`config.mk`:
```
export PLATFORM = sky130hd
export DESIGN_NAME = uric_top
export DESIGN_NICKNAME = d
export VERILOG_FILES = /design/src/rtl/uric_pkg.sv /design/src/rtl/uric_top.sv /design/src/rtl/uric_ir_enc.sv /design/src/rtl/uric_ir_dec.sv
export VERILOG_INCLUDE_DIRS = /design/src /design/src/rtl
export SDC_FILE = /design/constraint.sdc
export NUM_CORES = 1
export LEC_CHECK = 0
export BUFFER_PORTS_ARGS = -buffer_cell sky130_fd_sc_hd__buf_2
export CAP_MARGIN = 20
export CORE_MARGIN = 2
export CORE_UTILIZATION = 50
export CTS_CLUSTER_DIAMETER = 60
export CTS_CLUSTER_SIZE = 12
export DETAILED_ROUTE_END_ITERATION = 10
export PLACE_DENSITY = 0.76
export SLEW_MARGIN = 10
export SYNTH_ARGS = -nofsm -noshare
export SYNTH_HDL_FRONTEND = slang
export SYNTH_SLANG_ARGS = --single-unit
```
`constraint.sdc`:
```
create_clock -name clk_i -period 2 [get_ports clk_i]
set_clock_uncertainty 0.1 [all_clocks]
set_input_delay 0.4 -clock clk_i [delete_from_list [all_inputs] [get_ports clk_i]]
set_output_delay 0.4 -clock clk_i [all_outputs]
set_load 0.005 [all_outputs]
```
`src/rtl/uric_regs.svh`:
```
// Register offsets, field positions, reset values and tick counts of the line-mode block
`ifndef URIC_REGS_SVH
`define URIC_REGS_SVH

// ----------------------------------------------------------------
// Register map
// ----------------------------------------------------------------
`define URIC_ADDR_W 4
`define URIC_DATA_W 8
`define URIC_AFC_OFS 4'h0
`define URIC_LOOP_OFS 4'h1
`define URIC_STAT_OFS 4'h2

// ----------------------------------------------------------------
// Field positions and reset values
// ----------------------------------------------------------------
`define URIC_AFC_DLY_MSB 7
`define URIC_AFC_DLY_LSB 5
`define URIC_AFC_RCV 4
`define URIC_AFC_LG 3
`define URIC_AFC_HD 2
`define URIC_AFC_IR 1
`define URIC_AFC_WMASK 8'hfe
`define URIC_AFC_RST 8'h00
`define URIC_LOOP_BIT 0
`define URIC_LOOP_RST 1'b0

// ----------------------------------------------------------------
// Timing in 16x ticks, frame length in bits
// ----------------------------------------------------------------
`define URIC_BIT_LAST 4'hf
`define URIC_IR_RISE_TICK 4'h7
`define URIC_IR_FALL_TICK 4'ha
`define URIC_SAMPLE_TICK 4'h8
`define URIC_FRAME_BITS 10

`endif

```
`src/rtl/uric_pkg.sv`:
```
// Types shared by the line-mode block
package uric_pkg;
  `include "uric_regs.svh"

  typedef struct packed {
    logic [`URIC_ADDR_W-1:0] addr;
    logic [`URIC_DATA_W-1:0] wdata;
    logic wr;
    logic rd;
  } uric_bus_req_type;

  typedef struct packed {
    logic tsr_empty;
    logic fifo_empty;
    logic above_thresh;
    logic thr_write;
    logic pre_stop;
  } uric_tx_stat_type;

  typedef enum logic [1:0] {
    DIR_IDLE = 2'b00,
    DIR_SEND = 2'b01,
    DIR_HOLD = 2'b10
  } uric_dir_state_type;
endpackage

```
`src/rtl/uric_top.sv`:
```
// Line-mode logic of one serial channel: half-duplex direction, tx interrupt, infrared path
//
// Contract
// - Delay field bits 7:5 sets bit times direction stays high; only in half-duplex.
// - Delay counts only when shift register and FIFO empty; holding write cancels it.
// - Direction rises one bit before first stop bit; stays high while data pending.
// - After both empty, direction holds for 0 to 15 bit times, then drops.
// - Large-block: tx interrupt on threshold crossing, or on empty if not above since the last drain.
// - Half-duplex without large-block: tx interrupt only when shift register empties.
// - Listen enable set: store data, offer threshold, timeout and error interrupts.
// - No loop, no listen, plain mode: store data, no timeout interrupt.
// - No loop, no listen, half-duplex or infrared: nothing stored, no interrupts.
// - Loopback idles the tx pin, not the direction pin; without listen data stored, timeout interrupt withheld.
// - Infrared coder runs on the 16x tick, sixteen ticks per bit.
// - Infrared one is no pulse, zero is one pulse, every bit coded alike.
// - Infrared pulse lasts three 16x ticks at least.
// - Encoder output low and counter cleared while transmit data is high.
// - Encoder raises output on seventh tick, lowers on tenth, every zero bit.
// - Decoder output high and counter cleared after reset.
// - Falling edge drives decoded low at next tick for sixteen ticks.
// - Without falling edges the decoded output stays high.
// - Sample decoded data on eighth tick after start edge, then every sixteen.
// - Decoder accepts positive pulses, taking zero on their trailing edge.
// - Bit 2 enables half-duplex; without large-block, tx interrupts wait for shift register empty.
// - Bit 3 selects large-block; tx interrupts then follow threshold or empty.
// - Bit 1 enables infrared coding on the serial pins.
// - Bit 4 listen enable gates storage only in half-duplex or infrared mode; it gates the timeout interrupt in every mode.
//
// Decided for this implementation: the register offsets and the address-and-strobe port.
`timescale 1ns/1ps
`default_nettype none
`include "uric_regs.svh"
module uric_top
  import uric_pkg::*;
#(
  parameter int FRAME_BITS = `URIC_FRAME_BITS
) (
  // Clock and reset
  input wire logic clk_i,
  input wire logic rst_n_i,
  input wire logic chan_reset_i,
  // Register port
  input wire uric_bus_req_type bus_i,
  output logic [`URIC_DATA_W-1:0] rdata_o,
  // Transmit core status
  input wire logic baud16_tick_i,
  input wire uric_tx_stat_type tx_stat_i,
  input wire logic tx_serial_i,
  output logic tx_irq_o,
  // Receive core gating
  input wire logic rx_char_valid_i,
  output logic rx_serial_o,
  output logic rx_store_o,
  output logic rx_irq_allow_o,
  output logic rx_timeout_allow_o,
  output logic rx_sample_o,
  output logic rx_sample_bit_o,
  // Pins
  input wire logic rx_pin_i,
  output logic tx_pin_o,
  output logic line_direction_output_o
);
  // ----------------------------------------------------------------
  // Reset release and pin synchroniser
  // ----------------------------------------------------------------
  logic rst_meta;
  logic rst_n;
  logic rx_meta;
  logic rx_sync;

  always_ff @(posedge clk_i or negedge rst_n_i) begin
    if (!rst_n_i) begin
      rst_meta <= 1'b0;
      rst_n <= 1'b0;
    end else begin
      rst_meta <= 1'b1;
      rst_n <= rst_meta;
    end
  end

  always_ff @(posedge clk_i or negedge rst_n) begin
    if (!rst_n) begin
      rx_meta <= 1'b1;
      rx_sync <= 1'b1;
    end else begin
      rx_meta <= rx_pin_i;
      rx_sync <= rx_meta;
    end
  end

  // ----------------------------------------------------------------
  // Registers
  // ----------------------------------------------------------------
  logic [`URIC_DATA_W-1:0] alternate_function_control;
  logic loopback_select_bit;
  logic [2:0] turnoff_delay_bits;
  logic receiver_listen_enable;
  logic large_block_transmit;
  logic half_duplex_line_enable;
  logic infrared_mode_enable;
  uric_dir_state_type dir_state;
  logic [`URIC_DATA_W-1:0] next_rdata;

  assign turnoff_delay_bits = alternate_function_control[`URIC_AFC_DLY_MSB:`URIC_AFC_DLY_LSB];
  assign receiver_listen_enable = alternate_function_control[`URIC_AFC_RCV];
  assign large_block_transmit = alternate_function_control[`URIC_AFC_LG];
  assign half_duplex_line_enable = alternate_function_control[`URIC_AFC_HD];
  assign infrared_mode_enable = alternate_function_control[`URIC_AFC_IR];

  always_ff @(posedge clk_i or negedge rst_n) begin
    if (!rst_n) begin
      alternate_function_control <= `URIC_AFC_RST;
      loopback_select_bit <= `URIC_LOOP_RST;
    end else if (bus_i.wr) begin
      if (bus_i.addr == `URIC_AFC_OFS) begin
        alternate_function_control <= bus_i.wdata & `URIC_AFC_WMASK;
      end
      if (bus_i.addr == `URIC_LOOP_OFS) begin
        loopback_select_bit <= bus_i.wdata[`URIC_LOOP_BIT];
      end
    end
  end

  always_comb begin
    next_rdata = '0;
    case (bus_i.addr)
      `URIC_AFC_OFS: next_rdata = alternate_function_control;
      `URIC_LOOP_OFS: next_rdata[`URIC_LOOP_BIT] = loopback_select_bit;
      `URIC_STAT_OFS: next_rdata = {4'h0, tx_pin_o, rx_serial_o,
                                    dir_state == DIR_HOLD, line_direction_output_o};
      default: next_rdata = '0;
    endcase
  end

  // Read data stand for one cycle only
  always_ff @(posedge clk_i or negedge rst_n) begin
    if (!rst_n) begin
      rdata_o <= '0;
    end else if (bus_i.rd) begin
      rdata_o <= next_rdata;
    end else begin
      rdata_o <= '0;
    end
  end

  // ----------------------------------------------------------------
  // Direction control and turn-off delay
  // ----------------------------------------------------------------
  logic both_empty;
  logic [3:0] hold_tick;
  logic [3:0] hold_left;
  logic [3:0] delay_bits;

  assign both_empty = tx_stat_i.tsr_empty && tx_stat_i.fifo_empty;
  // Three-bit field spread over 0..15 bit times as 2n+1, zero meaning none
  assign delay_bits = (turnoff_delay_bits == 3'h0) ? 4'h0 : {turnoff_delay_bits, 1'b1};

  always_ff @(posedge clk_i or negedge rst_n) begin
    if (!rst_n) begin
      dir_state <= DIR_IDLE;
      hold_tick <= 4'h0;
      hold_left <= 4'h0;
    end else if (chan_reset_i || !half_duplex_line_enable) begin
      dir_state <= DIR_IDLE;
      hold_tick <= 4'h0;
      hold_left <= 4'h0;
    end else begin
      case (dir_state)
        DIR_IDLE: begin
          if (tx_stat_i.pre_stop) begin
            dir_state <= DIR_SEND;
          end
        end
        DIR_SEND: begin
          if (both_empty && !tx_stat_i.thr_write && !tx_stat_i.pre_stop) begin
            if (delay_bits == 4'h0) begin
              dir_state <= DIR_IDLE;
            end else begin
              dir_state <= DIR_HOLD;
              hold_tick <= 4'h0;
              hold_left <= delay_bits;
            end
          end
        end
        DIR_HOLD: begin
          if (tx_stat_i.thr_write || !both_empty || tx_stat_i.pre_stop) begin
            dir_state <= DIR_SEND;
          end else if (baud16_tick_i) begin
            hold_tick <= hold_tick + 4'h1;
            if (hold_tick == `URIC_BIT_LAST) begin
              hold_left <= hold_left - 4'h1;
              if (hold_left == 4'h1) begin
                dir_state <= DIR_IDLE;
              end
            end
          end
        end
        default: dir_state <= DIR_IDLE;
      endcase
    end
  end

  always_ff @(posedge clk_i or negedge rst_n) begin
    if (!rst_n) begin
      line_direction_output_o <= 1'b0;
    end else begin
      line_direction_output_o <= half_duplex_line_enable && !chan_reset_i &&
        ((dir_state == DIR_IDLE && tx_stat_i.pre_stop) ||
         (dir_state == DIR_SEND && !(both_empty && delay_bits == 4'h0 &&
          !tx_stat_i.thr_write && !tx_stat_i.pre_stop)) ||
         (dir_state == DIR_HOLD &&
          !(baud16_tick_i && hold_tick == `URIC_BIT_LAST && hold_left == 4'h1 &&
            both_empty && !tx_stat_i.thr_write && !tx_stat_i.pre_stop)));
    end
  end

  // ----------------------------------------------------------------
  // Transmit interrupt timing
  // ----------------------------------------------------------------
  logic prev_tsr_empty;
  logic prev_fifo_empty;
  logic prev_above;
  logic seen_above;
  logic tsr_rose;
  logic thr_rose;
  logic thresh_cross;

  assign tsr_rose = tx_stat_i.tsr_empty && !prev_tsr_empty;
  assign thr_rose = tx_stat_i.fifo_empty && !prev_fifo_empty;
  assign thresh_cross = prev_above && !tx_stat_i.above_thresh;

  always_ff @(posedge clk_i or negedge rst_n) begin
    if (!rst_n) begin
      prev_tsr_empty <= 1'b1;
      prev_fifo_empty <= 1'b1;
      prev_above <= 1'b0;
      seen_above <= 1'b0;
    end else begin
      prev_tsr_empty <= tx_stat_i.tsr_empty;
      prev_fifo_empty <= tx_stat_i.fifo_empty;
      prev_above <= tx_stat_i.above_thresh;
      // Level above threshold is remembered until the holding side drains
      seen_above <= tx_stat_i.above_thresh || (seen_above && !thr_rose);
    end
  end

  always_ff @(posedge clk_i or negedge rst_n) begin
    if (!rst_n) begin
      tx_irq_o <= 1'b0;
    end else if (half_duplex_line_enable && !large_block_transmit) begin
      tx_irq_o <= tsr_rose;
    end else begin
      tx_irq_o <= thresh_cross || (thr_rose && !seen_above);
    end
  end

  // ----------------------------------------------------------------
  // Infrared path and pin routing
  // ----------------------------------------------------------------
  logic ir_tx;
  logic ir_rx;

  uric_ir_enc u_enc (
    .clk_i(clk_i),
    .rst_n_i(rst_n),
    .tick_i(baud16_tick_i),
    .tx_data_i(tx_serial_i),
    .ir_o(ir_tx)
  );

  uric_ir_dec u_dec (
    .clk_i(clk_i),
    .rst_n_i(rst_n),
    .tick_i(baud16_tick_i),
    .rx_i(rx_sync),
    .data_o(ir_rx)
  );

  always_ff @(posedge clk_i or negedge rst_n) begin
    if (!rst_n) begin
      tx_pin_o <= 1'b1;
      rx_serial_o <= 1'b1;
    end else if (loopback_select_bit) begin
      tx_pin_o <= !infrared_mode_enable;
      rx_serial_o <= tx_serial_i;
    end else begin
      tx_pin_o <= infrared_mode_enable ? ir_tx : tx_serial_i;
      rx_serial_o <= infrared_mode_enable ? ir_rx : rx_sync;
    end
  end

  // ----------------------------------------------------------------
  // Receive storage and interrupt gating
  // ----------------------------------------------------------------
  logic rx_keep;

  assign rx_keep = loopback_select_bit || receiver_listen_enable ||
                   !(half_duplex_line_enable || infrared_mode_enable);

  always_ff @(posedge clk_i or negedge rst_n) begin
    if (!rst_n) begin
      rx_store_o <= 1'b0;
      rx_irq_allow_o <= 1'b0;
      rx_timeout_allow_o <= 1'b0;
    end else begin
      rx_store_o <= rx_char_valid_i && rx_keep;
      rx_irq_allow_o <= rx_keep;
      rx_timeout_allow_o <= receiver_listen_enable;
    end
  end

  // ----------------------------------------------------------------
  // Mid-bit sampling strobe
  // ----------------------------------------------------------------
  logic samp_busy;
  logic samp_prev;
  logic [3:0] samp_tick;
  logic [7:0] samp_left;

  always_ff @(posedge clk_i or negedge rst_n) begin
    if (!rst_n) begin
      samp_busy <= 1'b0;
      samp_prev <= 1'b1;
      samp_tick <= 4'h0;
      samp_left <= 8'h00;
      rx_sample_o <= 1'b0;
      rx_sample_bit_o <= 1'b1;
    end else begin
      samp_prev <= rx_serial_o;
      rx_sample_o <= 1'b0;
      if (!samp_busy) begin
        if (samp_prev && !rx_serial_o) begin
          samp_busy <= 1'b1;
          samp_tick <= 4'h0;
          samp_left <= 8'(FRAME_BITS);
        end
      end else if (baud16_tick_i) begin
        samp_tick <= samp_tick + 4'h1;
        if (samp_tick + 4'h1 == `URIC_SAMPLE_TICK) begin
          rx_sample_o <= 1'b1;
          rx_sample_bit_o <= rx_serial_o;
          samp_left <= samp_left - 8'h01;
          if (samp_left == 8'h01) begin
            samp_busy <= 1'b0;
          end
        end
      end
    end
  end

  // ----------------------------------------------------------------
  // Checks
  // ----------------------------------------------------------------
  dir_off_mode_a: assert property (@(posedge clk_i) disable iff (!rst_n)
    !half_duplex_line_enable |=> !line_direction_output_o) else $error("direction high off mode");
  dir_rise_a: assert property (@(posedge clk_i) disable iff (!rst_n)
    half_duplex_line_enable && !chan_reset_i && tx_stat_i.pre_stop |=> line_direction_output_o)
    else $error("direction did not rise");
  dir_pending_a: assert property (@(posedge clk_i) disable iff (!rst_n)
    line_direction_output_o && !both_empty && half_duplex_line_enable && !chan_reset_i
    |=> line_direction_output_o) else $error("direction dropped with data pending");
  dly_start_a: assert property (@(posedge clk_i) disable iff (!rst_n)
    dir_state == DIR_SEND && both_empty && delay_bits != 4'h0 && half_duplex_line_enable &&
    !chan_reset_i && !tx_stat_i.thr_write && !tx_stat_i.pre_stop
    |=> dir_state == DIR_HOLD && hold_left == $past(delay_bits)) else $error("delay not armed");
  dly_cancel_a: assert property (@(posedge clk_i) disable iff (!rst_n)
    dir_state == DIR_HOLD && tx_stat_i.thr_write && half_duplex_line_enable && !chan_reset_i
    |=> dir_state == DIR_SEND && line_direction_output_o) else $error("delay not cancelled");
  dly_end_a: assert property (@(posedge clk_i) disable iff (!rst_n)
    dir_state == DIR_HOLD && baud16_tick_i && hold_tick == `URIC_BIT_LAST && hold_left == 4'h1
    && both_empty && !tx_stat_i.thr_write && !tx_stat_i.pre_stop
    |=> !line_direction_output_o && dir_state == DIR_IDLE) else $error("delay did not end");
  irq_tsr_only_a: assert property (@(posedge clk_i) disable iff (!rst_n)
    half_duplex_line_enable && !large_block_transmit |=> tx_irq_o == $past(tsr_rose))
    else $error("tx interrupt off shift-empty");
  irq_cross_a: assert property (@(posedge clk_i) disable iff (!rst_n)
    large_block_transmit && thresh_cross |=> tx_irq_o) else $error("threshold crossing lost");
  rx_block_a: assert property (@(posedge clk_i) disable iff (!rst_n)
    rx_char_valid_i && !loopback_select_bit && !receiver_listen_enable &&
    (half_duplex_line_enable || infrared_mode_enable) |=> !rx_store_o)
    else $error("data stored while blocked");
  rx_timeout_a: assert property (@(posedge clk_i) disable iff (!rst_n)
    !receiver_listen_enable |=> !rx_timeout_allow_o) else $error("timeout offered without listen");
  loop_pins_a: assert property (@(posedge clk_i) disable iff (!rst_n)
    loopback_select_bit |=> tx_pin_o == !$past(infrared_mode_enable))
    else $error("tx pin active in loopback");

  dir_hold_cover: cover property (@(posedge clk_i) disable iff (!rst_n)
    dir_state == DIR_HOLD ##1 dir_state == DIR_IDLE);
  dly_cancel_cover: cover property (@(posedge clk_i) disable iff (!rst_n)
    dir_state == DIR_HOLD && tx_stat_i.thr_write);
  sample_cover: cover property (@(posedge clk_i) disable iff (!rst_n) rx_sample_o);
  irq_cover: cover property (@(posedge clk_i) disable iff (!rst_n) tx_irq_o);
endmodule
`default_nettype wire

```
`src/rtl/uric_ir_enc.sv`:
```
// Infrared pulse encoder driven by the 16x tick
`timescale 1ns/1ps
`default_nettype none
`include "uric_regs.svh"
module uric_ir_enc
  import uric_pkg::*;
(
  // Clock and reset
  input wire logic clk_i,
  input wire logic rst_n_i,
  // Timing and data
  input wire logic tick_i,
  input wire logic tx_data_i,
  // Pulse out
  output logic ir_o
);
  logic [3:0] cnt;
  logic [3:0] next_cnt;

  assign next_cnt = cnt + 4'h1;

  always_ff @(posedge clk_i or negedge rst_n_i) begin
    if (!rst_n_i) begin
      cnt <= 4'h0;
      ir_o <= 1'b0;
    end else if (tx_data_i) begin
      cnt <= 4'h0;
      ir_o <= 1'b0;
    end else if (tick_i) begin
      cnt <= next_cnt;
      if (next_cnt == `URIC_IR_RISE_TICK) begin
        ir_o <= 1'b1;
      end else if (next_cnt == `URIC_IR_FALL_TICK) begin
        ir_o <= 1'b0;
      end
    end
  end

  enc_idle_low_a: assert property (@(posedge clk_i) disable iff (!rst_n_i)
    tx_data_i |=> !ir_o) else $error("encoder drives while data high");
  enc_pulse_start_a: assert property (@(posedge clk_i) disable iff (!rst_n_i)
    $rose(ir_o) |-> cnt == `URIC_IR_RISE_TICK) else $error("pulse starts off tick seven");
  enc_pulse_cover: cover property (@(posedge clk_i) disable iff (!rst_n_i) $fell(ir_o));
endmodule
`default_nettype wire

```
`src/rtl/uric_ir_dec.sv`:
```
// Infrared pulse decoder: each falling edge yields a 16-tick low
`timescale 1ns/1ps
`default_nettype none
`include "uric_regs.svh"
module uric_ir_dec
  import uric_pkg::*;
(
  // Clock and reset
  input wire logic clk_i,
  input wire logic rst_n_i,
  // Timing and synchronised line
  input wire logic tick_i,
  input wire logic rx_i,
  // Decoded data
  output logic data_o
);
  logic rx_prev;
  logic pend;
  logic fall;
  logic [3:0] cnt;

  // Falling edge serves both pulse senses: positive pulses end on it
  assign fall = rx_prev && !rx_i;

  always_ff @(posedge clk_i or negedge rst_n_i) begin
    if (!rst_n_i) begin
      rx_prev <= 1'b1;
      pend <= 1'b0;
    end else begin
      rx_prev <= rx_i;
      // An edge taken on a tick is consumed there, so the low is not restarted
      pend <= (fall || pend) && !tick_i;
    end
  end

  always_ff @(posedge clk_i or negedge rst_n_i) begin
    if (!rst_n_i) begin
      data_o <= 1'b1;
      cnt <= 4'h0;
    end else if (tick_i && (pend || fall)) begin
      data_o <= 1'b0;
      cnt <= 4'h0;
    end else if (tick_i && !data_o) begin
      cnt <= cnt + 4'h1;
      if (cnt == `URIC_BIT_LAST) begin
        data_o <= 1'b1;
      end
    end
  end

  dec_fall_low_a: assert property (@(posedge clk_i) disable iff (!rst_n_i)
    tick_i && (pend || fall) |=> !data_o) else $error("decoder missed an edge");
  dec_quiet_high_a: assert property (@(posedge clk_i) disable iff (!rst_n_i)
    data_o && !fall && !pend |=> data_o) else $error("decoder fell without edge");
endmodule
`default_nettype wire

```
==> summary.md <==
| Metric | Value |
|---|---|
| Detail Route Antenna Nets | `0` |
| Reg clk slew, reported paths | `0.07 ns` |
| DRT iter0 DRCs | `173` |
| N_diodes | `0` |
| Clock buffer depth | `2` |
| Vias in the first global route | `around 2400` |
| Syn. warnings | `0` |
| Starting Density | `0.515` |
| Row Count | `29` |
| Crit path kind | `reg -> reg` |
| H-tree level count | `3` |
| Area Overhead vs Synth | `16.3%` |
| Register bit total from synthesis | `69` |
| FF-to-FF path depth | `5` |
| Leak | `roughly 0.0017 uW` |
| CP max FO | `7` |
| Setup_tns | `0 ns` |
| Worst Hold Class | `in -> reg` |
| First-pass GRT wire length | `~11000 um` |
| Post-Place Worst Slack | `around 0.17 ns` |
| RSZ-0062 raised after global routing | `no` |
| Number of remaining DRC errors | `0` |
| Avg WL per Cell | `around 15 um` |
| Final Hold Viols | `0` |
| CTS-repair resized insts | `0` |
| FFs w/ async S/R, synth | `1.00` |
| Setup violations, final | `0` |
| Die height | `between 80 and 90 um` |
| DIE AREA | `7200 sq um` |
| Worst path arrival time | `between 1.5 and 2 ns` |
| Required time of the critical path | `about 2.2 ns` |
| Tmin final | `between 1.5 and 2 ns` |
| Core Area | `about 6300 sq um` |
| Avg Cell Area, Syn | `10.9 sq um` |
| Multi-input logic area | `between 1000 and 1500 sq um` |
| Max VDD drop | `about 0.68 mV` |
| CTS tree | `built` |
| HPWL after detailed placement | `4710 um` |
| Final Cycle Share | `0.910` |
| Largest net degree at the start of global routing | `between 50 and 60` |
| FILL cells | `518` |
| Synth cell types | `59` |
| Max Slew Vio Count | `0` |
| Final core occ | `0.599` |
| DR pass1 iterations | `4` |
| Root Buffer | `clkbuf_8` |
| Clock latency on the worst-skew pair | `around 0.34 ns` |
| Crit end category | `flip-flop` |
| Routed vias | `around 2500` |
| Die W | `between 80 and 90 um` |
| Initial antenna violation count | `0` |
| Share of layout cells above drive strength 1 | `0.270` |
| Setup ws final | `0.179 ns` |
| Mapped Area | `~3300 sq um` |
| GRT overflow | `0` |
| Total CTS buffers | `9` |
| Max-Cap Viols | `0` |
| Vias per std cell | `about 5.6` |
| Tot GR Track Use | `0.197` |
| WL final | `between 6000 and 7000 um` |
| Status | `complete, no violations` |
| Leading register cell type out of synthesis | `dfrtp_1` |
| Mapped Nets | `~340` |
| Routability cong. | `between 0.8 and 0.9` |
| CP Launch Type | `flip-flop` |
| Clock sink total | `69` |
| Nets | `a little under 400` |
| Achievable Freq | `0.549 GHz` |
| Hold depth | `1` |
| Sequential Area | `1740 sq um` |
| Register area share after synthesis | `0.532` |
| Synthesized instance count | `between 300 and 400` |
| PD cells | `932 nW/um^2` |
| Number of I/O pins | `43` |
| Final Hold Slack | `between 0.04 and 0.05 ns` |
| Port bufs | `42` |
| Post-synth EDFFs | `0` |
[area by class of cell]
cell class | count | area share
flip-flops and latches | 69 | 0.458
clock buffers | 11 | 0.0346
multi-input cells | 212 | 0.382
clock inverters | 5 | 0.0138
repair buffers | 50 | 0.0750
well taps | 77 | 0.0253
inverters | 12 | 0.0118
[kinds of logic after synthesis]
group	Yosys count	share of synthesized area
adder cells (fa/ha/maj)	11	0.0421
AO/OA/AOI/OAI	60	0.128
multiplexers	20	0.0659
flip-flops	69	0.532
AND/OR/NAND/NOR	110	0.180
buffers and inverters	20	0.0237
other	1	0.00115
XOR/XNOR	10	0.0268
[synth_stat cells, drive strengths merged (2+ instances only)]
| master | count | share of area |
|---|---|---|
| dfrtp | 59 | 0.45 |
| nor2 | 30 | 0.034 |
| nand2 | 18 | 0.021 |
| a21oi | 16 | 0.025 |
| o21ai | 16 | 0.025 |
| nand3 | 15 | 0.025 |
| inv | 12 | 0.014 |
| ha | 11 | 0.042 |
| mux2i | 11 | 0.034 |
| dfstp | 10 | 0.080 |
| mux2 | 9 | 0.032 |
| nor3 | 8 | 0.014 |
| nand2b | 6 | 0.011 |
| xor2 | 6 | 0.016 |
| and2 | 5 | 0.0096 |
| clkbuf | 5 | 0.0057 |
| or2 | 5 | 0.0096 |
| a31oi | 4 | 0.0077 |
| nor2b | 4 | 0.0077 |
| o211ai | 4 | 0.0092 |
| xnor2 | 4 | 0.011 |
| a211oi | 3 | 0.0069 |
| and3 | 3 | 0.0077 |
| buf | 3 | 0.0042 |
| nand3b | 3 | 0.0069 |
| o31ai | 3 | 0.0069 |
| nand4 | 2 | 0.0038 |
| nor4 | 2 | 0.0038 |
| o21a | 2 | 0.0046 |
[metal layers]
metal  vias up  global-route usage  routed length, um
met3         8              0.0632                308
met2        63               0.305               3290
met5         -                   0                  0
li1       1178                   -                  -
met1      1209               0.265               2990
met4         0              0.0693                 71
[per-stage QoR]
stage	cells	total power, uW	area, sq um
2_1_floorplan	301	2240	3270
3_3_place_gp	419	2440	3610
3_5_place_dp	419	2480	3610
4_1_cts	436	3570	3800
5_1_grt	436	3760	3800
6_report	436	3540	3800
[worst paths after layout]
path                                                from                        to  slack [ns]
min in group asynchronous                rst_n$_DFF_PN0_      rdata_o[0]$_DFF_PN0_        0.10
worst max register to register  samp_tick[0]$_DFFE_PN0P_  samp_left[3]$_DFFE_PN0P_        0.18
worst max-delay path            samp_tick[0]$_DFFE_PN0P_  samp_left[3]$_DFFE_PN0P_        0.18
worst min-delay path                            rx_pin_i         rx_meta$_DFF_PN1_        0.05
worst min register to register           rst_n$_DFF_PN0_      rdata_o[0]$_DFF_PN0_        0.10
max in group asynchronous                rst_n$_DFF_PN0_  prev_tsr_empty$_DFF_PN1_        1.05
[layout by cell type, fill, tap and decap left out, types with 2 or more instances in the layout]
cell type  instances
ha_1              11
and2_1             5
or2_2              5
nand4_1            2
nand2_1           17
nor4_1             2
nor2_1            30
a31oi_1            4
mux2_2             8
xnor2_1            4
dfrtp_1           58
xor2_1             6
o21a_1             2
nor2b_1            4
a211oi_1           3
o31ai_1            3
buf_2             42
a21oi_1           16
o21ai_0           15
o211ai_1           4
nor3_1             7
nand2b_1           6
clkbuf_1           2
inv_1             12
mux2i_1           11
clkinv_2           3
dfstp_2           10
clkbuf_8           9
nand3b_1           3
buf_4              6
nand3_1           14
[critical path: stages (launching register included)]
cell,delay [ns]
dfrtp_1,0.45
ha_1,0.30
nor2_1,0.18
nand3_2,0.14
a2111oi_4,0.37
mux2i_1,0.21
[state kept, by name, indices dropped and copies added, names as in the netlist, 2 cells and up]
register	count
alternate_function_control	7
dir_state	2
hold_left	4
hold_tick	4
rdata_o	8
samp_left	8
samp_tick	4
u_dec.cnt	4
u_enc.cnt	4
[report_power, final]
group	switching (uW)	total [uW]	internal [uW]
registers	250	1860	1610
logic	298	594	296
clock network	518	1090	570
[repair_timing]
| item | in CTS | in global routing |
|---|---|---|
| setup buffers | 0 | 0 |
| hold buffers | 1 | 0 |
| endpoints found under the setup margin | 0 | 0 |
| endpoints found under the hold margin | 2 | 0 |
Note: power is estimated with default switching activity, not from simulation.
